--- src/ssw_pkg.sv ---
`default_nettype none
// Notes on behaviour
// - manual reset low forces reset output low
// - release after timeout, all channels good
// - reset disable low keeps reset high
// - any fault holds reset, then delay
// - reset timeout 200ms or 12ms/nF
// - channel outputs follow comparators, no delay
// - watchdog runs only while reset high
// - either kick edge clears watchdog counter
// - expiry latches fail low, starts reset
// - fail clears on running kick or fault
// - kicks during reset timeout keep fail
// - watchdog reset lasts one reset timeout
// - untoggled after reset: reset again, fail low
// - fault during reset timeout clears fail
// - first period x1, x8, x64 by select
// - watchdog period 1.6s or 100ms/nF
// - period pin grounded disables watchdog
// - period pin open gives 2ms
// - reset low until configured, then timer
// - 4-bit code per channel at power-up
// - negative adjust faults above threshold
// - manual reset input is debounced
package ssw_pkg;
  // clock and timing base
  localparam int CLK_PERIOD_NS = 4;
  localparam int TICK_US       = 100;
  localparam int TICK_CYCLES   = TICK_US * 1000 / CLK_PERIOD_NS;
  localparam int MR_DEB_US     = 20;
  localparam int MR_DEB_CYCLES = MR_DEB_US * 1000 / CLK_PERIOD_NS;
  localparam int CONV_CYCLES   = 16;
  // times as printed; capacitors are counted in 100pF units
  localparam int RT_INT_MS    = 200;
  localparam int RT_MS_PER_NF = 12;
  localparam int WD_INT_MS    = 1600;
  localparam int WD_MS_PER_NF = 100;
  localparam int WD_OPEN_MS   = 2;
  localparam logic [23:0] RT_INT_TICKS  = 24'(RT_INT_MS * 1000 / TICK_US);
  localparam logic [23:0] RT_UNIT_TICKS = 24'(RT_MS_PER_NF * 100 / TICK_US);
  localparam logic [23:0] WD_INT_TICKS  = 24'(WD_INT_MS * 1000 / TICK_US);
  localparam logic [23:0] WD_UNIT_TICKS = 24'(WD_MS_PER_NF * 100 / TICK_US);
  localparam logic [23:0] WD_OPEN_TICKS = 24'(WD_OPEN_MS * 1000 / TICK_US);
  // register byte offsets
  localparam logic [3:0] OFS_CTRL   = 4'h0;
  localparam logic [3:0] OFS_CAP    = 4'h4;
  localparam logic [3:0] OFS_STATUS = 4'h8;
  localparam logic [3:0] OFS_CODES  = 4'hc;
  // field positions
  localparam int CTRL_RT_INT = 0;
  localparam int CTRL_WT_LSB = 1;
  localparam int CTRL_WDS_LSB = 3;
  localparam int CAP_WT_LSB  = 8;
  // values after reset: internal timers, 1500pF caps
  localparam logic [4:0]  CTRL_RST = 5'h05;
  localparam logic [15:0] CAP_RST  = 16'h0f0f;
  localparam logic [1:0]  PIN_IDLE = 2'h3;  // manual reset and disable pins idle high
  // watchdog period pin modes
  localparam logic [1:0] WT_GND  = 2'h0;
  localparam logic [1:0] WT_OPEN = 2'h1;
  localparam logic [1:0] WT_VCC  = 2'h2;
  // initial timeout select levels
  localparam logic [1:0] WDS_LOW  = 2'h0;
  localparam logic [1:0] WDS_OPEN = 2'h1;
  localparam int INIT_SHIFT_OPEN = 3;
  localparam int INIT_SHIFT_HIGH = 6;
  // threshold code meaning negative adjust
  localparam logic [3:0] NEG_ADJ_CODE = 4'hf;
  // bus responses
  localparam logic [1:0] RESP_OKAY   = 2'h0;
  localparam logic [1:0] RESP_SLVERR = 2'h2;
  // configuration sequencer
  typedef enum logic {CFG_CONVERT, CFG_RUN} ssw_cfg_t;
endpackage
`default_nettype wire

--- src/ssw_supervisor.sv ---
// The AXI4-Lite register port and the register offsets are this design's own decisions.
`timescale 1ns/1ps
`default_nettype none
module ssw_supervisor #(
  parameter int TICK_CYCLES     = ssw_pkg::TICK_CYCLES,
  parameter int DEBOUNCE_CYCLES = ssw_pkg::MR_DEB_CYCLES,
  parameter int CHANNELS        = 4
) (
  // clock and reset
  input  wire logic                  aclk,
  input  wire logic                  aresetn,
  // axi4-lite write
  input  wire logic [3:0]            s_axi_awaddr,
  input  wire logic                  s_axi_awvalid,
  output logic                       s_axi_awready,
  input  wire logic [31:0]           s_axi_wdata,
  input  wire logic [3:0]            s_axi_wstrb,
  input  wire logic                  s_axi_wvalid,
  output logic                       s_axi_wready,
  output logic [1:0]                 s_axi_bresp,
  output logic                       s_axi_bvalid,
  input  wire logic                  s_axi_bready,
  // axi4-lite read
  input  wire logic [3:0]            s_axi_araddr,
  input  wire logic                  s_axi_arvalid,
  output logic                       s_axi_arready,
  output logic [31:0]                s_axi_rdata,
  output logic [1:0]                 s_axi_rresp,
  output logic                       s_axi_rvalid,
  input  wire logic                  s_axi_rready,
  // asynchronous pins
  input  wire logic [CHANNELS-1:0]   supply_monitor_inputs,
  input  wire logic [4*CHANNELS-1:0] threshold_select_inputs,
  input  wire logic                  manual_reset_n,
  input  wire logic                  reset_disable_n,
  input  wire logic                  watchdog_kick,
  // supervisor outputs
  output logic                       reset_out_n,
  output logic                       watchdog_fail_n,
  output logic [CHANNELS-1:0]        channel_good_outputs
);
  localparam int NP = 5 * CHANNELS + 3;

  // two-stage synchronisers for every pin
  logic [NP-1:0] pin_a_r;  // first stage, read by pin_b_r only
  logic [NP-1:0] pin_b_r;
  always_ff @(posedge aclk) begin
    if (!aresetn) begin
      pin_a_r <= NP'(ssw_pkg::PIN_IDLE);  // released levels: no false disable or press
      pin_b_r <= NP'(ssw_pkg::PIN_IDLE);
    end else begin
      pin_a_r <= {threshold_select_inputs, supply_monitor_inputs,
                  watchdog_kick, reset_disable_n, manual_reset_n};
      pin_b_r <= pin_a_r;
    end
  end

  // synchronised views
  logic                  mr_s;
  logic                  reset_disable_n_s;
  logic                  kick_s;
  logic [CHANNELS-1:0]   above_s;
  logic [4*CHANNELS-1:0] code_s;
  assign mr_s    = pin_b_r[0];
  assign reset_disable_n_s  = pin_b_r[1];
  assign kick_s  = pin_b_r[2];
  assign above_s = pin_b_r[3 +: CHANNELS];
  assign code_s  = pin_b_r[3+CHANNELS +: 4*CHANNELS];

  // tick divider: one enable per timing base step
  logic [31:0] div_r;
  logic        tick;
  assign tick = (div_r == 32'(TICK_CYCLES - 1));
  always_ff @(posedge aclk) begin
    if (!aresetn || tick) div_r <= '0;
    else div_r <= div_r + 32'h1;
  end

  // manual reset debounce: level must stand still to be taken
  logic        mr_deb_r;  // debounced level, 1 = released
  logic [31:0] deb_cnt_r;
  always_ff @(posedge aclk) begin
    if (!aresetn) begin
      mr_deb_r  <= 1'b1;
      deb_cnt_r <= '0;
    end else if (mr_s == mr_deb_r) begin
      deb_cnt_r <= '0;
    end else if (deb_cnt_r == 32'(DEBOUNCE_CYCLES - 1)) begin
      mr_deb_r  <= mr_s;
      deb_cnt_r <= '0;
    end else begin
      deb_cnt_r <= deb_cnt_r + 32'h1;
    end
  end

  // power-up configuration: convert then capture threshold codes
  ssw_pkg::ssw_cfg_t     cfg_r;
  logic [4:0]            conv_cnt_r;
  logic [4*CHANNELS-1:0] thr_code_r;
  logic [CHANNELS-1:0]   neg_adj;
  logic                  cfg_busy;
  assign cfg_busy = (cfg_r != ssw_pkg::CFG_RUN);
  always_ff @(posedge aclk) begin
    if (!aresetn) begin
      cfg_r      <= ssw_pkg::CFG_CONVERT;
      conv_cnt_r <= '0;
      thr_code_r <= '0;
    end else begin
      case (cfg_r)
        ssw_pkg::CFG_CONVERT: begin
          conv_cnt_r <= conv_cnt_r + 5'h1;
          if (conv_cnt_r == 5'(ssw_pkg::CONV_CYCLES - 1)) begin
            thr_code_r <= code_s;
            cfg_r      <= ssw_pkg::CFG_RUN;
          end
        end
        ssw_pkg::CFG_RUN: cfg_r <= ssw_pkg::CFG_RUN;
        default: cfg_r <= ssw_pkg::CFG_CONVERT;
      endcase
    end
  end

  // per-channel decode and real-time good level
  logic [CHANNELS-1:0] good;
  for (genvar i = 0; i < CHANNELS; i++) begin : g_ch
    assign neg_adj[i] = (thr_code_r[4*i +: 4] == ssw_pkg::NEG_ADJ_CODE);
    // negative adjust inverts the comparator sense
    assign good[i] = above_s[i] ^ neg_adj[i];
  end

  // channel outputs follow their comparator, no timeout
  always_ff @(posedge aclk) begin
    if (!aresetn) channel_good_outputs <= '0;
    else channel_good_outputs <= good;
  end

  // fault only counts once thresholds are known
  logic any_fault;
  assign any_fault = !cfg_busy && !(&good);

  // software registers: period pin modes and capacitor values
  logic [4:0]  ctrl_r;
  logic [15:0] cap_r;
  logic        rt_int;
  logic [1:0]  wt_mode;
  logic [1:0]  initial_timeout_select;
  assign rt_int  = ctrl_r[ssw_pkg::CTRL_RT_INT];
  assign wt_mode = ctrl_r[ssw_pkg::CTRL_WT_LSB +: 2];
  assign initial_timeout_select     = ctrl_r[ssw_pkg::CTRL_WDS_LSB +: 2];

  // timeout lengths in ticks, never below one
  logic [23:0] rt_cap_len;
  logic [23:0] rt_len;
  logic [23:0] wd_upper;
  logic [23:0] wd_init;
  assign rt_cap_len = 24'(cap_r[7:0]) * ssw_pkg::RT_UNIT_TICKS;
  always_comb begin
    rt_len = rt_int ? ssw_pkg::RT_INT_TICKS : rt_cap_len;
    if (rt_len == 24'h0) rt_len = 24'h1;
    case (wt_mode)
      ssw_pkg::WT_VCC:  wd_upper = ssw_pkg::WD_INT_TICKS;
      ssw_pkg::WT_OPEN: wd_upper = ssw_pkg::WD_OPEN_TICKS;
      default: wd_upper = 24'(cap_r[15:8]) * ssw_pkg::WD_UNIT_TICKS;
    endcase
    if (wd_upper == 24'h0) wd_upper = 24'h1;
    case (initial_timeout_select)
      ssw_pkg::WDS_LOW:  wd_init = wd_upper;
      ssw_pkg::WDS_OPEN: wd_init = wd_upper << ssw_pkg::INIT_SHIFT_OPEN;
      default:           wd_init = wd_upper << ssw_pkg::INIT_SHIFT_HIGH;
    endcase
  end

  // kick edge detector on the synchronised level
  logic kick_prev_r;
  logic kick_edge;
  always_ff @(posedge aclk) begin
    if (!aresetn) kick_prev_r <= 1'b0;
    else kick_prev_r <= kick_s;
  end
  assign kick_edge = kick_s ^ kick_prev_r;

  // watchdog counter state
  logic        rst_active_r;
  logic [23:0] wd_cnt_r;
  logic        first_r;  // still in the first period after a reset
  logic        wd_en;
  logic [23:0] wd_limit;
  logic        wd_fire;
  assign wd_en    = (wt_mode != ssw_pkg::WT_GND);
  assign wd_limit = first_r ? wd_init : wd_upper;
  // a kick in the expiring cycle saves the processor
  assign wd_fire = !rst_active_r && wd_en && tick && !kick_edge &&
                   (wd_cnt_r >= wd_limit - 24'h1);

  // watchdog period counter
  always_ff @(posedge aclk) begin
    if (!aresetn) begin
      wd_cnt_r <= '0;
      first_r  <= 1'b1;
    end else if (rst_active_r) begin
      wd_cnt_r <= '0;
      first_r  <= 1'b1;
    end else if (kick_edge) begin
      wd_cnt_r <= '0;
      first_r  <= 1'b0;
    end else if (wd_fire) begin
      wd_cnt_r <= '0;
    end else if (wd_en && tick) begin
      wd_cnt_r <= wd_cnt_r + 24'h1;
    end
  end

  // fail latch: expiry sets, running kick or fault clears
  always_ff @(posedge aclk) begin
    if (!aresetn) watchdog_fail_n <= 1'b1;
    else if (wd_fire) watchdog_fail_n <= 1'b0;
    else if (any_fault) watchdog_fail_n <= 1'b1;
    // kicks inside the reset timeout are ignored here
    else if (kick_edge && !rst_active_r) watchdog_fail_n <= 1'b1;
  end

  // reset sequencer: held by causes, then one timed release
  logic        hold;
  logic [23:0] rst_cnt_r;
  logic        rst_active_nxt;
  logic [23:0] rst_cnt_nxt;
  assign hold = cfg_busy || !mr_deb_r || any_fault;
  always_comb begin
    rst_active_nxt = rst_active_r;
    rst_cnt_nxt    = rst_cnt_r;
    if (hold || wd_fire) begin
      rst_active_nxt = 1'b1;
      rst_cnt_nxt    = '0;
    end else if (rst_active_r && tick) begin
      if (rst_cnt_r >= rt_len - 24'h1) begin
        rst_active_nxt = 1'b0;
        rst_cnt_nxt    = '0;
      end else begin
        rst_cnt_nxt = rst_cnt_r + 24'h1;
      end
    end
  end

  // sequencer state and pin level
  always_ff @(posedge aclk) begin
    if (!aresetn) begin
      rst_active_r <= 1'b1;
      rst_cnt_r    <= '0;
      reset_out_n  <= 1'b0;
    end else begin
      rst_active_r <= rst_active_nxt;
      rst_cnt_r    <= rst_cnt_nxt;
      // margining: disable keeps the pin high
      reset_out_n  <= !rst_active_nxt || !reset_disable_n_s;
    end
  end

  // axi4-lite write path: address and data taken in any order
  logic       aw_got_r;
  logic       w_got_r;
  logic [3:0] aw_addr_r;
  logic [31:0] w_data_r;
  logic [3:0] w_strb_r;
  logic       do_write;
  assign s_axi_awready = !aw_got_r && !s_axi_bvalid;
  assign s_axi_wready  = !w_got_r && !s_axi_bvalid;
  assign do_write      = aw_got_r && w_got_r;
  always_ff @(posedge aclk) begin
    if (!aresetn) begin
      aw_got_r  <= 1'b0;
      w_got_r   <= 1'b0;
      aw_addr_r <= '0;
      w_data_r  <= '0;
      w_strb_r  <= '0;
    end else if (do_write) begin
      aw_got_r <= 1'b0;
      w_got_r  <= 1'b0;
    end else begin
      if (s_axi_awvalid && s_axi_awready) begin
        aw_got_r  <= 1'b1;
        aw_addr_r <= s_axi_awaddr;
      end
      if (s_axi_wvalid && s_axi_wready) begin
        w_got_r  <= 1'b1;
        w_data_r <= s_axi_wdata;
        w_strb_r <= s_axi_wstrb;
      end
    end
  end

  // register update and write response
  logic aw_known;
  assign aw_known = (aw_addr_r[3:2] == 2'h0) || (aw_addr_r[3:2] == 2'h1) ||
                    (aw_addr_r[3:2] == 2'h2) || (aw_addr_r[3:2] == 2'h3);
  always_ff @(posedge aclk) begin
    if (!aresetn) begin
      ctrl_r       <= ssw_pkg::CTRL_RST;
      cap_r        <= ssw_pkg::CAP_RST;
      s_axi_bvalid <= 1'b0;
      s_axi_bresp  <= ssw_pkg::RESP_OKAY;
    end else if (do_write) begin
      s_axi_bvalid <= 1'b1;
      // low address bits are ignored; status words are read-only
      s_axi_bresp  <= aw_known ? ssw_pkg::RESP_OKAY : ssw_pkg::RESP_SLVERR;
      if (aw_addr_r[3:2] == ssw_pkg::OFS_CTRL[3:2] && w_strb_r[0])
        ctrl_r <= w_data_r[4:0];
      if (aw_addr_r[3:2] == ssw_pkg::OFS_CAP[3:2]) begin
        if (w_strb_r[0]) cap_r[7:0]  <= w_data_r[7:0];
        if (w_strb_r[1]) cap_r[15:8] <= w_data_r[15:8];
      end
    end else if (s_axi_bready) begin
      s_axi_bvalid <= 1'b0;
    end
  end

  // axi4-lite read path: one cycle to data
  logic [31:0] rd_word;
  always_comb begin
    case (s_axi_araddr[3:2])
      ssw_pkg::OFS_CTRL[3:2]:   rd_word = {27'h0, ctrl_r};
      ssw_pkg::OFS_CAP[3:2]:    rd_word = {16'h0, cap_r};
      ssw_pkg::OFS_STATUS[3:2]:
        rd_word = {20'h0, neg_adj, good, first_r, watchdog_fail_n,
                   reset_out_n, rst_active_r};
      default:                  rd_word = {16'h0, thr_code_r};
    endcase
  end
  assign s_axi_arready = !s_axi_rvalid;
  always_ff @(posedge aclk) begin
    if (!aresetn) begin
      s_axi_rvalid <= 1'b0;
      s_axi_rdata  <= '0;
      s_axi_rresp  <= ssw_pkg::RESP_OKAY;
    end else if (s_axi_arvalid && s_axi_arready) begin
      s_axi_rvalid <= 1'b1;
      s_axi_rdata  <= rd_word;
      s_axi_rresp  <= ssw_pkg::RESP_OKAY;
    end else if (s_axi_rready) begin
      s_axi_rvalid <= 1'b0;
    end
  end

  // checks guard the sequencer, watchdog and channel outputs
  a_mr_pulls_low: assert property (@(posedge aclk) disable iff (!aresetn)
    (!mr_deb_r && reset_disable_n_s) |=> !reset_out_n)
    else $error("manual reset did not pull reset low");

  a_release_timed: assert property (@(posedge aclk) disable iff (!aresetn)
    $fell(rst_active_r) |-> $past(tick) && !$past(hold) &&
      ($past(rst_cnt_r) >= $past(rt_len) - 24'h1))
    else $error("reset released before its timeout");

  a_reset_disable_n_holds_high: assert property (@(posedge aclk) disable iff (!aresetn)
    !reset_disable_n_s |=> reset_out_n)
    else $error("reset pulled low while disabled");

  a_fault_pulls_low: assert property (@(posedge aclk) disable iff (!aresetn)
    (any_fault && reset_disable_n_s) |=> !reset_out_n ##0 rst_cnt_r == 24'h0)
    else $error("fault did not hold reset");

  a_good_follows: assert property (@(posedge aclk) disable iff (!aresetn)
    ##1 channel_good_outputs == $past(above_s ^ neg_adj))
    else $error("channel output does not follow comparator");

  a_wd_idle_rst: assert property (@(posedge aclk) disable iff (!aresetn)
    rst_active_r |=> wd_cnt_r == 24'h0 && first_r)
    else $error("watchdog ran during reset");

  a_kick_clears: assert property (@(posedge aclk) disable iff (!aresetn)
    (kick_edge && !rst_active_r) |=> wd_cnt_r == 24'h0 && !first_r)
    else $error("kick did not clear watchdog");

  a_fire_resets: assert property (@(posedge aclk) disable iff (!aresetn)
    wd_fire |=> !watchdog_fail_n && rst_active_r ##1 (!reset_out_n || !reset_disable_n_s))
    else $error("expiry did not latch fail and reset");

  a_fail_kept: assert property (@(posedge aclk) disable iff (!aresetn)
    (rst_active_r && !watchdog_fail_n && !any_fault) |=> !watchdog_fail_n)
    else $error("fail cleared during reset timeout");

  a_uv_clears: assert property (@(posedge aclk) disable iff (!aresetn)
    (any_fault && !wd_fire) |=> watchdog_fail_n)
    else $error("fault did not clear watchdog fail");

  a_gnd_disabled: assert property (@(posedge aclk) disable iff (!aresetn)
    (wt_mode == ssw_pkg::WT_GND && watchdog_fail_n) |=> watchdog_fail_n)
    else $error("disabled watchdog latched a fail");

  // main scenarios
  c_wd_expiry: cover property (@(posedge aclk) disable iff (!aresetn)
    wd_fire);
  c_release: cover property (@(posedge aclk) disable iff (!aresetn)
    $rose(reset_out_n));
  c_kick_clear: cover property (@(posedge aclk) disable iff (!aresetn)
    !watchdog_fail_n ##1 watchdog_fail_n && !any_fault);
  c_reg_write: cover property (@(posedge aclk) disable iff (!aresetn)
    do_write && aw_addr_r[3:2] == 2'h0);
endmodule  // ssw_supervisor
`default_nettype wire

--- config.mk ---
export PLATFORM = sky130hd
export DESIGN_NAME = ssw_supervisor
export DESIGN_NICKNAME = d
export VERILOG_FILES = /design/src/ssw_pkg.sv /design/src/ssw_supervisor.sv
export SDC_FILE = /design/constraint.sdc
export NUM_CORES = 1
export LEC_CHECK = 0
export BUFFER_PORTS_ARGS = -buffer_cell sky130_fd_sc_hd__buf_2
export CORE_MARGIN = 2
export CORE_UTILIZATION = 35
export CTS_CLUSTER_SIZE = 14
export DETAILED_ROUTE_END_ITERATION = 6
export PLACE_DENSITY = 0.56
export SYNTH_ARGS = -nofsm -noshare
export SYNTH_HDL_FRONTEND = slang
export SYNTH_SLANG_ARGS = --single-unit
--- constraint.sdc ---
create_clock -name aclk -period 7.4 [get_ports aclk]
set_clock_uncertainty 0.15 [all_clocks]
set_input_delay 2.22 -clock aclk [delete_from_list [all_inputs] [get_ports aclk]]
set_output_delay 2.22 -clock aclk [all_outputs]
set_load 0.1 [all_outputs]
======== Yosys cells after proc, flatten, opt, wreduce, memory -nomap -nowiden ========
Index checks and enable logic that the tools add are counted.
word-level totals
  register bits ........................... 271
  input port bits ......................... 74
  word-level logic and storage cells ...... 141
operators by class
  add/sub/neg operators ................... 7
  multiply operators ...................... 2
  magnitude comparators ................... 2
  equality and inequality tests ........... 16
  muxes and demuxes ....................... 21
  bitwise operators ....................... 9
  reduce and logical (&&, ||, !) cells .... 56
operators with widths
  cell                                                    number
  two-way mux 24 bit                                      3
  adder 32 x 1 -> 32 bit (second input constant)          2
  adder 24 x 1 -> 24 bit (second input constant)          2
  greater-or-equal comparator 24 bit                      2
  zero test 24 bit                                        2
  case mux 16 bit (3 select lines)                        1
  case mux 24 bit (2 select lines)                        1
  subtractor 24 x 1 -> 24 bit (second input constant)     2
  equality test 32 x 13 -> 1 bit (second input constant)  1
  equality test 32 x 15 -> 1 bit (second input constant)  1
  case mux 15 bit (2 select lines)                        1
  two-way mux 12 bit                                      2
  equality test 4 bit (second input constant)             4
  logical AND 1 bit                                       15
  multiplier 8 x 5 -> 13 bit (second input constant)      1
  zero test 1 bit                                         11
  two-way mux 1 bit                                       11
  multiplier 8 x 2 -> 10 bit (second input constant)      1
  AND reduction 2 bit                                     5
  equality test 2 x 1 -> 1 bit (second input constant)    4
  equality test 2 bit (second input constant)             4
  logical OR 1 bit                                        8
  zero test 2 bit                                         3
  AND reduction 3 bit                                     2
  13 further kinds                                        24

======== Longest topological paths before layout ========
Gate-level depths: netlist (run 1).
  word-level depth ........................ 13
  mapped depth ............................ 29
  gate-level depth less buffers ........... 27

======== Worst setup path before layout (run 1) ========
OpenSTA, ideal clock, no wires.
  path kind ............................... register to register
  from .................................... register cap_r[11]
  to ...................................... register wd_cnt_r[10]
  setup time .............................. 0.065 ns
  data arrival time ....................... 6.156 ns
  data required time ...................... 7.185 ns
  path slack .............................. 1.029 ns
  cell stages (with the launch flop) ...... 30
  buffers on the path ..................... 2
  cell sequence ........................... dfxtp_1 ha_1 ha_1 inv_1 fa_1 inv_1 ha_1 o21ai_0 nor3_1 o2111ai_1 or3b_2 or3_4 nand2b_1 ha_1 o211ai_1 nor3_1 o21a_1 nand3_1 mux2i_1 ha_1 nand4_1 nor2_1 a211oi_1 o21ai_0 a21o_1 o21ai_1 or4b_1 clkbuf_1 clkbuf_1 nor2_1
on the way
  cells in the longest elaborated chain, start to end .. 10
RTL lines
  item                                  line                   RTL
  start: declaration                    ssw_supervisor.sv:143  logic [15:0] cap_r;
  start signal: assignment              ssw_supervisor.sv:298  cap_r <= ssw_pkg::CAP_RST;
  start signal: assignment              ssw_supervisor.sv:309  if (w_strb_r[1]) cap_r[15:8] <= w_data_r[15:8];
  multiplier 8 x 5 -> 13 bit *          ssw_supervisor.sv:163  default: wd_upper = 24'(cap_r[15:8]) * ssw_pkg::WD_UNIT_TICKS;
  case mux 15 bit (2 select lines) *    ssw_supervisor.sv:160  case (wt_mode)
  zero test 24 bit                      ssw_supervisor.sv:165  if (wd_upper == 24'h0) wd_upper = 24'h1;
  two-way mux 24 bit *                  ssw_supervisor.sv:165
  case mux 24 bit (2 select lines)      ssw_supervisor.sv:166  case (initial_timeout_select)
  two-way mux 24 bit *                  ssw_supervisor.sv:190  assign wd_limit = first_r ? wd_init : wd_upper;
  subtractor 24 x 1 -> 24 bit *         ssw_supervisor.sv:193  (wd_cnt_r >= wd_limit - 24'h1);
  greater-or-equal comparator 24 bit *  ssw_supervisor.sv:193
  logical AND 1 bit *                   ssw_supervisor.sv:192  assign wd_fire = !rst_active_r && wd_en && tick && !kick_edge &&
  OR reduction 4 bit (no line) *        --
  end signal: assignment                ssw_supervisor.sv:209  wd_cnt_r <= wd_cnt_r + 24'h1;
  end: declaration                      ssw_supervisor.sv:184  logic [23:0] wd_cnt_r;
Every way passes the cells marked *; elsewhere a longest branch is shown, timed or not.
A chain may end at the register's enable or synchronous reset.

======== Worst setup path after layout (run 1) ========
  from .................................... register cap_r[9]
  to ...................................... register wd_cnt_r[20]
The elaborated chain is that of the path after synthesis.

==> impl_metrics.csv, run 1 <==
group,metric,value,unit
final_layout,syn_to_final_growth,13.4,%
synthesis,synth_seq_cells,252,
run_status,status,"completed",
worst_setup_path,cp_num_cells,26,
run,max_cap_violations,0,
power,p_int,0.00229,W
worst_setup_path,crit_path_max_incr_delay,550,ps
synthesis,ys_seq_area_share,38.4,%
clock_network,clock-sinks,252,
clock_network,ctsResizeCount,0,
detailed_routing,ant_nets,0,
synthesis,synth_edf_count,0,
power,switchingPower,0.000761,W
worst_setup_path,cp_common_cell,"ha_1",
synthesis,ys_warn_count,0,
detailed_routing,firstDrtPassIters,5,
worst_setup_path,rrSetupSlack,440,ps
grt,overflow,0,
synthesis,syn_inst,1539,
detailed_routing,top_layer,"met4",
power,ir_drop,0.186,mV
power,total_power,0.00305,W
detailed_routing,drc,0,
clock_network,path_clk_slew,60,ps
worst_setup_path,slowest_stage,"dfxtp_1",
die,initial_core_util,35.2,%
worst_setup_path,criticalPathCategory,"flop to flop",
clock_network,cts.hold.buffers_added,0,
sta,fmaxAchievable,0.144,GHz
sta,finalSetupViolations,0,
sta,finalHoldViolCount,0,
die,rows,71,
worst_setup_path,crit_path_start_kind,"flop",
detailed_routing,wire_per_inst,14.0,um
clock_network,clk_root_buffer_cell,"clkbuf_16",
power,p_seq_share,46.0,%
clock_network,htree_levels,1,
die,die_h,198,um
min_path,holdPathStages,1,
sta,slew_headroom,28.7,%
worst_setup_path,critPathCaptureType,"flop",
sta,setup_tns,0,ps
final_layout,final_cells,2106,
place,place.gp.congestion,0.825,
sta,layout_min_cycle_time,6960,ps
worst_setup_path,r2r-start,"cap_r[9]",
worst_setup_path,crit_arrival,7290,ps
worst_setup_path,crit_fanout,24,
synthesis,yosys-top-cells-area,"dfxtp_1, ha_1, xor2_1",
worst_setup_path,r2r_cells,26,
clock_network,cts_buffers,28,
clock_network,cts_tree,"built",
final_layout,diodes,0,
place,dp_hpwl,21.3,mm
synthesis,synth_area_per_cell,8.55,um^2
die,die_w,198,um
synthesis,async_flop_share,0,%
detailed_routing,dr_total_vias,10700,
power,power_frac_clock,47.0,%
power,swShare,24.9,%
die,io-pin-count,121,
detailed_routing,wl_met1,14.6,mm
power,leakagePower,6.16,nW
power,powerDensity,205,nW/um^2
sta,tightest_slew,1070,ps
grt,grt_usage,14.8,%
clock_network,clk_latency,560,ps
grt,grt_max_degree,80,
place,portBuffers,79,
worst_setup_path,required,7740,ps
place,placed_cells,2055,
synthesis,synthFlopType,"dfxtp_1",
worst_setup_path,crit_family,"simple AND/OR/NAND/NOR gates",
grt,antenna_found_initial,0,
grt,grt_pass1_wl,48.6,mm
detailed_routing,drt_iter0_markers,495,
synthesis,synth_area,13200,um^2
die,coreArea,37300,um^2
detailed_routing,wl_met2,13.4,mm
synthesis,synth_top_area_share,38.4,%
worst_setup_path,r2r-end,"wd_cnt_r[20]",
detailed_routing,viasPerCell,5.06,
clock_network,cts_setup_buffers,0,
min_path,holdCritPathClass,"flop to flop",
synthesis,synth_top_area_cell,"dfxtp_1",
final_layout,fin_nets,1784,
detailed_routing,wl_met3,964,um
min_path,worstHoldStart,"pin_a_r[0]",
power,pwr-share-comb,7.1,%
final_layout,drive_gt1_share,10.0,%
grt,first_global_vias,9750,
worst_setup_path,cp_num_buf_inv,1,
clock_network,cts_max_path_buffers,3,
synthesis,synth.distinct_cells,79,
sta,finalCritPeriodShare,94.0,%
min_path,hold_end,"pin_b_r[0]",
sta,final_max_slew_viol_count,0,
sta,grt_setup_unrepaired,"no",
detailed_routing,wirelength,29.4,mm
die,die-area,39100,um^2
-- metal layers --
layer | track usage (%) | vias to the layer above
met4 | 2.98 | 0
met1 | 21.2 | 5035
li1 | - | 5432
met2 | 24.0 | 159
met5 | 0 | -
met3 | 1.77 | 31
-- stage by stage --
stage	cell area (um^2)	setup WS, ps	util, %	hold WS, ps
4_1_cts	14900	461	40.0	264
2_1_floorplan	13300	1030	-	236
6_report	14900	444	40.0	262
5_1_grt	14900	4.93	40.0	281
3_3_place_gp	14000	545	37.4	243
3_5_place_dp	14000	525	37.4	242
-- power groups by stage --
stage / registers, W / clock network [W] / logic [W]
6_report: 0.00140 / 0.00143 / 0.000215
5_1_grt: 0.00140 / 0.00153 / 0.000234
4_1_cts: 0.00140 / 0.00147 / 0.000217
3_5_place_dp: 0.00143 / 0 / 0.000216
3_3_place_gp: 0.00143 / 0 / 0.000214
2_1_floorplan: 0.00147 / 0 / 0.000141
-- synth_stat cells, drive strengths merged, types with 22 or more instances --
cell and n:
xnor2 42, nor3 26, ha 95, nor2 196, and2 55, clkbuf 50
o21ai 30, buf 26, dfxtp 252, nand2 196, xor2 91, a21oi 81
nand3 59, nor4 22, nand4 39, inv 39, and3 26
-- sequential cells by signal, indices dropped and copies added (netlist names), 16 cells and up --
register,flops
div_r,32
pin_a_r,23
s_axi_rdata,16
rst_cnt_r,24
cap_r,16
pin_b_r,23
thr_code_r,16
deb_cnt_r,32
w_data_r,16
wd_cnt_r,24
-- worst max path at each step --
stage,slack (ps),startpoint,endpoint
after floorplan,1030,cap_r[11],wd_cnt_r[10]
after global placement,550,cap_r[11],wd_cnt_r[23]
after detailed placement,520,cap_r[11],wd_cnt_r[12]
after CTS,460,cap_r[10],wd_cnt_r[20]
after global routing,5,cap_r[9],wd_cnt_r[2]
final,440,cap_r[9],wd_cnt_r[20]
-- cell families (layout without fill, tap and decap cells) --
kind of cell | after synthesis | after routing | share of synthesized area (%)
buffers and inverters | 115 | 177 | 3.91
muxes | 28 | 28 | 2.67
and+or+nand+nor | 685 | 685 | 25.0
adders and majority gates | 99 | 99 | 9.65
DFF | 252 | 252 | 38.4
other | 2 | 33 | 0.0571
xor gates and xnor gates | 133 | 133 | 8.86
AOI/OAI and AO/OA | 225 | 225 | 11.5
-- cell type report --
class | instances | area (um^2)
sequential | 252 | 5040
timing repair buffer | 87 | 455
tap | 474 | 593
inverter | 39 | 146
clock buffer | 38 | 788
fill | 3840 | 22400
multi-input combinational | 1203 | 7710
clock inverter | 13 | 174
-- cell usage in the layout, fill, tap and decap left out, types with 20 or more instances in the layout --
cell and count:
nor4_1 20, and2_1 55, nand4_1 39, xnor2_1 42
o21ai_0 27, inv_1 38, dfxtp_1 252, conb_1 33
nand3_1 59, ha_1 95, nor2_1 196, a21oi_1 81
nor3_1 25, xor2_1 91, and3_1 26, buf_2 79
clkbuf_16 28, nand2_1 196
Power figures use the tool's default switching activity.
==> inputs of run 2 (changes only) <==
- CORE_UTILIZATION: 35 -> 40
- PLACE_DENSITY: 0.56 -> 0.61
- RECOVER_POWER: not set -> 100
- clock period: 7.4 -> 8.2 ns (I/O delays scaled with it)
==> impl_metrics.csv, run 2 (synthesis results as in run 1) <==
group,metric,value,unit
place,portBuffers,79,
final_layout,final_cells,2071,
min_path,holdCritPathClass,"flop to flop",
clock_network,path_clk_slew,60,ps
die,die-area,34300,um^2
detailed_routing,firstDrtPassIters,5,
die,die_w,185,um
final_layout,multi_input_area,7700,um^2
worst_setup_path,r2r-end,"wd_cnt_r[13]",
detailed_routing,viasPerCell,5.17,
final_layout,top_regs,"deb_cnt_r (32), div_r (32)",
place,placed_cells,2021,
worst_setup_path,crit_path_start_kind,"flop",
detailed_routing,drc,0,
sta,finalSetupViolations,0,
sta,final_max_slew_viol_count,65,
power,total_power,0.00287,W
final_layout,diodes,0,
detailed_routing,wirelength,29.3,mm
run_status,status,"finished, violations left",
final_layout,utilization,45.9,%
sta,finalCritPeriodShare,91.0,%
final_layout,syn_to_final_growth,13.3,%
final_layout,final_cell_mix,"dfxtp_1, nand2_1, nor2_1",
sta,setup_tns,0,ps
clock_network,cts_tree,"built",
power,ir_drop,0.177,mV
sta,layout_min_cycle_time,7460,ps
power,leakagePower,6.07,nW
clock_network,cts_max_path_buffers,3,
final_layout,drive_gt1_share,7.98,%
die,initial_core_util,40.5,%
grt,first_global_vias,9694,
die,die_h,185,um
sta,finalHoldViolCount,0,
grt,overflow,0,
place,dpl_cell_area,13900,um^2
clock_network,clock-sinks,252,
die,coreArea,32500,um^2
final_layout,fin_nets,1781,
worst_setup_path,crit_fanout,24,
sta,tightest_slew,2400,ps
worst_setup_path,crit_arrival,7780,ps
clock_network,cts_buffers,27,
die,io-pin-count,121,
final_layout,final_common_cell,"dfxtp_1",
clock_network,cts.hold.buffers_added,0,
place,place.gp.congestion,0.823,
grt,grt_pass1_wl,47.5,mm
sta,grt_setup_unrepaired,"no",
worst_setup_path,required,8510,ps
detailed_routing,drt_iter0_markers,606,
worst_setup_path,cp-startpoint,"cap_r[10]",
sta,fmaxAchievable,0.134,GHz
worst_setup_path,endpoint,"wd_cnt_r[13]",
detailed_routing,wire_per_inst,14.1,um
detailed_routing,dr_total_vias,10700,
power,powerDensity,193,nW/um^2
clock_network,ctsResizeCount,0,
clock_network,clk_latency,550,ps
worst_setup_path,rrSetupSlack,740,ps
sta,slew_headroom,-60.0,%
final_layout,fillers,3200,
grt,antenna_found_initial,2,
run,max_cap_violations,1,
run_status,violations,"max-capacitance violations, max-slew violations",
worst_setup_path,r2r-start,"cap_r[10]",
final_layout,final_area,14900,um^2
final_layout,seqCellArea,5040,um^2
worst_setup_path,criticalPathCategory,"flop to flop",
clock_network,clk_root_buffer_cell,"clkbuf_16",
worst_setup_path,critPathCaptureType,"flop",
clock_network,cts_setup_buffers,0,
die,rows,66,
grt,grt_usage,16.7,%
place,dp_hpwl,21.2,mm
clock_network,htree_levels,1,
detailed_routing,ant_nets,0,
worst_setup_path,r2r_cells,25,
grt,grt_max_degree,65,
-- run 2: how the worst min path moves through the flow --
stage | startpoint | to | slack [ps] | cells after the start
final | pin_a_r[0] | pin_b_r[0] | 260 | 1
after global routing | pin_a_r[0] | pin_b_r[0] | 290 | 1
after CTS | pin_a_r[1] | pin_b_r[1] | 270 | 1
after detailed placement | pin_a_r[0] | pin_b_r[0] | 260 | 1
after global placement | pin_a_r[0] | pin_b_r[0] | 240 | 1
after floorplan | pin_a_r[0] | pin_b_r[0] | 240 | 1
-- run 2: critical path, stage by stage (launching register included) --
cell	delay [ps]
dfxtp_1	550
ha_1	310
ha_1	290
ha_1	320
fa_1	490
a211oi_1	440
nor3_1	150
o2111ai_1	230
or3b_2	550
or3_4	460
nand2b_1	200
ha_1	220
o211ai_1	130
nor3_1	70
o21a_1	150
nand3_1	130
mux2i_1	210
ha_1	260
nand4_1	120
nor2_1	60
a211oi_1	190
o21ai_0	130
a21o_1	190
o21ai_1	290
or4b_1	880
nor2_1	210
-- run 2: routing by layer --
| layer | up-vias | track usage [%] | routed length [um] |
|---|---|---|---|
| met4 | 2 | 3.30 | 478 |
| li1 | 5424 | - | - |
| met5 | - | 0 | 13 |
| met2 | 192 | 27.3 | 13400 |
| met3 | 36 | 2.56 | 1360 |
| met1 | 5045 | 23.4 | 14000 |
-- run 2: final cells by class --
| cell class | count | area share [%] |
|---|---|---|
| multi-input combinational | 1203 | 51.7 |
| sequential | 252 | 33.9 |
| clock buffer | 38 | 5.42 |
| tap | 442 | 3.71 |
| timing repair buffer | 85 | 2.63 |
| clock inverter | 12 | 1.71 |
| inverter | 39 | 0.982 |
-- run 2: through the flow --
stage | setup WS (ps) | hold WS (ps)
3_5_place_dp | 866 | 257
4_1_cts | 811 | 269
3_3_place_gp | 927 | 243
6_report | 737 | 264
5_1_grt | 245 | 293
2_1_floorplan | 1830 | 236
-- run 2: power by group --
part | internal [W] | switching, W
clock network | 0.000907 | 0.000505
logic | 0.0000416 | 0.000151
registers | 0.00125 | 0.0000134
total | 0.00220 | 0.000670
==> inputs of run 3 (changes only) <==
- CAP_MARGIN: not set -> 20
- CTS_BUF_LIST: not set -> sky130_fd_sc_hd__clkbuf_8
- GPL_TIMING_DRIVEN: not set -> 0
==> impl_metrics.csv, run 3 (synthesis results as in run 1) <==
group,metric,value,unit
run_status,status,"completed",
sta,finalSetupViolations,0,
sta,grt_setup_unrepaired,"no",
clock_network,clk_latency,570,ps
detailed_routing,wirelength,31.5,mm
die,die-area,34300,um^2
sta,finalHoldViolCount,0,
sta,final_max_slew_viol_count,0,
power,pwr-share-comb,7.8,%
grt,grt_usage,18.4,%
clock_network,cts_tree,"built",
final_layout,drive_gt1_share,9.65,%
die,initial_core_util,40.5,%
sta,fmaxAchievable,0.132,GHz
power,powerDensity,177,nW/um^2
sta,tightest_slew,1340,ps
worst_setup_path,crit_fanout,10,
clock_network,path_clk_slew,60,ps
place,portBuffers,76,
detailed_routing,firstDrtPassIters,5,
detailed_routing,viasPerCell,5.14,
run,max_cap_violations,0,
final_layout,utilization,46.5,%
detailed_routing,drc,0,
grt,antenna_found_initial,1,
place,dp_hpwl,23.8,mm
clock_network,cts_buffers,44,
final_layout,syn_to_final_growth,14.6,%
sta,slew_headroom,11.1,%
die,io-pin-count,121,
power,swShare,26.4,%
worst_setup_path,crit_path_start_kind,"flop",
final_layout,final_cell_mix,"dfxtp_1, nand2_1, nor2_1",
detailed_routing,ant_nets,0,
worst_setup_path,criticalPathCategory,"flop to flop",
clock_network,clk_root_buffer_cell,"clkbuf_8",
die,coreArea,32500,um^2
grt,grt_max_degree,14,
power,p_int,0.00196,W
grt,first_global_vias,10400,
power,power_frac_clock,44.7,%
clock_network,cts_max_path_buffers,3,
clock_network,cts.hold.buffers_added,0,
grt,grt_pass1_wl,51.5,mm
min_path,holdCritPathClass,"flop to flop",
die,die_w,185,um
power,leakagePower,6.21,nW
final_layout,final_common_cell,"dfxtp_1",
final_layout,fin_nets,1865,
grt,overflow,0,
detailed_routing,drt_iter0_markers,677,
die,die_h,185,um
die,rows,66,
clock_network,ctsResizeCount,0,
worst_setup_path,critPathCaptureType,"flop",
sta,setup_tns,0,ps
clock_network,clock-sinks,252,
detailed_routing,dr_total_vias,11100,
power,ir_drop,0.162,mV
power,switchingPower,0.000702,W
clock_network,cts_setup_buffers,0,
final_layout,fillers,3281,
worst_setup_path,crit_arrival,7870,ps
worst_setup_path,required,8520,ps
final_layout,top_regs,"deb_cnt_r (32), div_r (32)",
sta,finalCritPeriodShare,92.1,%
place,place.gp.congestion,0.868,
sta,layout_min_cycle_time,7550,ps
detailed_routing,wire_per_inst,14.6,um
clock_network,htree_levels,2,
power,p_seq_share,47.5,%
[run 3: worst max-delay path, stage by stage, from the launching register on]
cell and delay [ps]:
dfxtp_1 540, ha_1 300, ha_1 290, ha_1 320, fa_1 510, a211oi_2 350
nor3_1 130, o2111ai_1 240, or3b_2 540, or3_1 500, nand2b_1 230, ha_1 250
o211ai_1 130, nor3_1 80, o21a_1 150, nand3_1 120, mux2i_1 190, ha_1 260
nand4_1 130, nor2_1 60, a211oi_1 220, o21ai_0 120, a21o_1 190, o21ai_1 340
or4b_1 470, clkbuf_1 210, clkbuf_1 270, nor2_1 150
[run 3: path summary, 6_finish.rpt]
kind              startpoint           to  slack (ps)  cells after the start
setup / recovery    cap_r[9]  wd_cnt_r[3]         650                     27
hold reg to reg   pin_a_r[2]   pin_b_r[2]         270                      1
setup reg to reg    cap_r[9]  wd_cnt_r[3]         650                     27
hold / removal    pin_a_r[2]   pin_b_r[2]         270                      1
[run 3: layout make-up]
class	instances	area, um^2	area share (%)
Multi-Input combinational cell	1203	7700	51.1
Sequential cell	252	5040	33.5
Clock buffer	57	785	5.20
Tap cell	442	553	3.67
Buffer	76	368	2.44
Timing Repair Buffer	76	345	2.29
Inverter	39	146	0.971
Clock inverter	18	129	0.855
Antenna cell	1	2.50	0.0166
[run 3: through the flow]
stage | hold WS [ps] | instances | total power (W) | instance area [um^2] | setup WS, ps
3_3_place_gp | 246 | 2088 | 0.00150 | 14200 | 845
3_5_place_dp | 256 | 2088 | 0.00150 | 14200 | 785
4_1_cts | 273 | 2163 | 0.00270 | 15100 | 729
2_1_floorplan | 236 | 1570 | 0.00145 | 13300 | 1830
5_1_grt | 282 | 2163 | 0.00277 | 15100 | 106
6_report | 270 | 2164 | 0.00266 | 15100 | 651
[run 3: power by group through the flow]
| stage | Clock (W) | Sequential (W) | Combinational (W) |
|---|---|---|---|
| global route | 0.00128 | 0.00127 | 0.000223 |
| floorplan | 0 | 0.00133 | 0.000127 |
| finish | 0.00119 | 0.00127 | 0.000207 |
| global placement | 0 | 0.00129 | 0.000207 |
| CTS | 0.00123 | 0.00127 | 0.000210 |
| detailed placement | 0 | 0.00129 | 0.000209 |
[run 3: routing by layer]
metal | vias up | share of wire (%) | track usage, % | wire, um
met5 | - | 0 | 0 | 0
met4 | 0 | 1.9 | 5.33 | 614
met3 | 52 | 5.4 | 3.34 | 1700
met2 | 221 | 45 | 28.8 | 14100
met1 | 5234 | 48 | 25.8 | 15100
li1 | 5606 | - | - | -
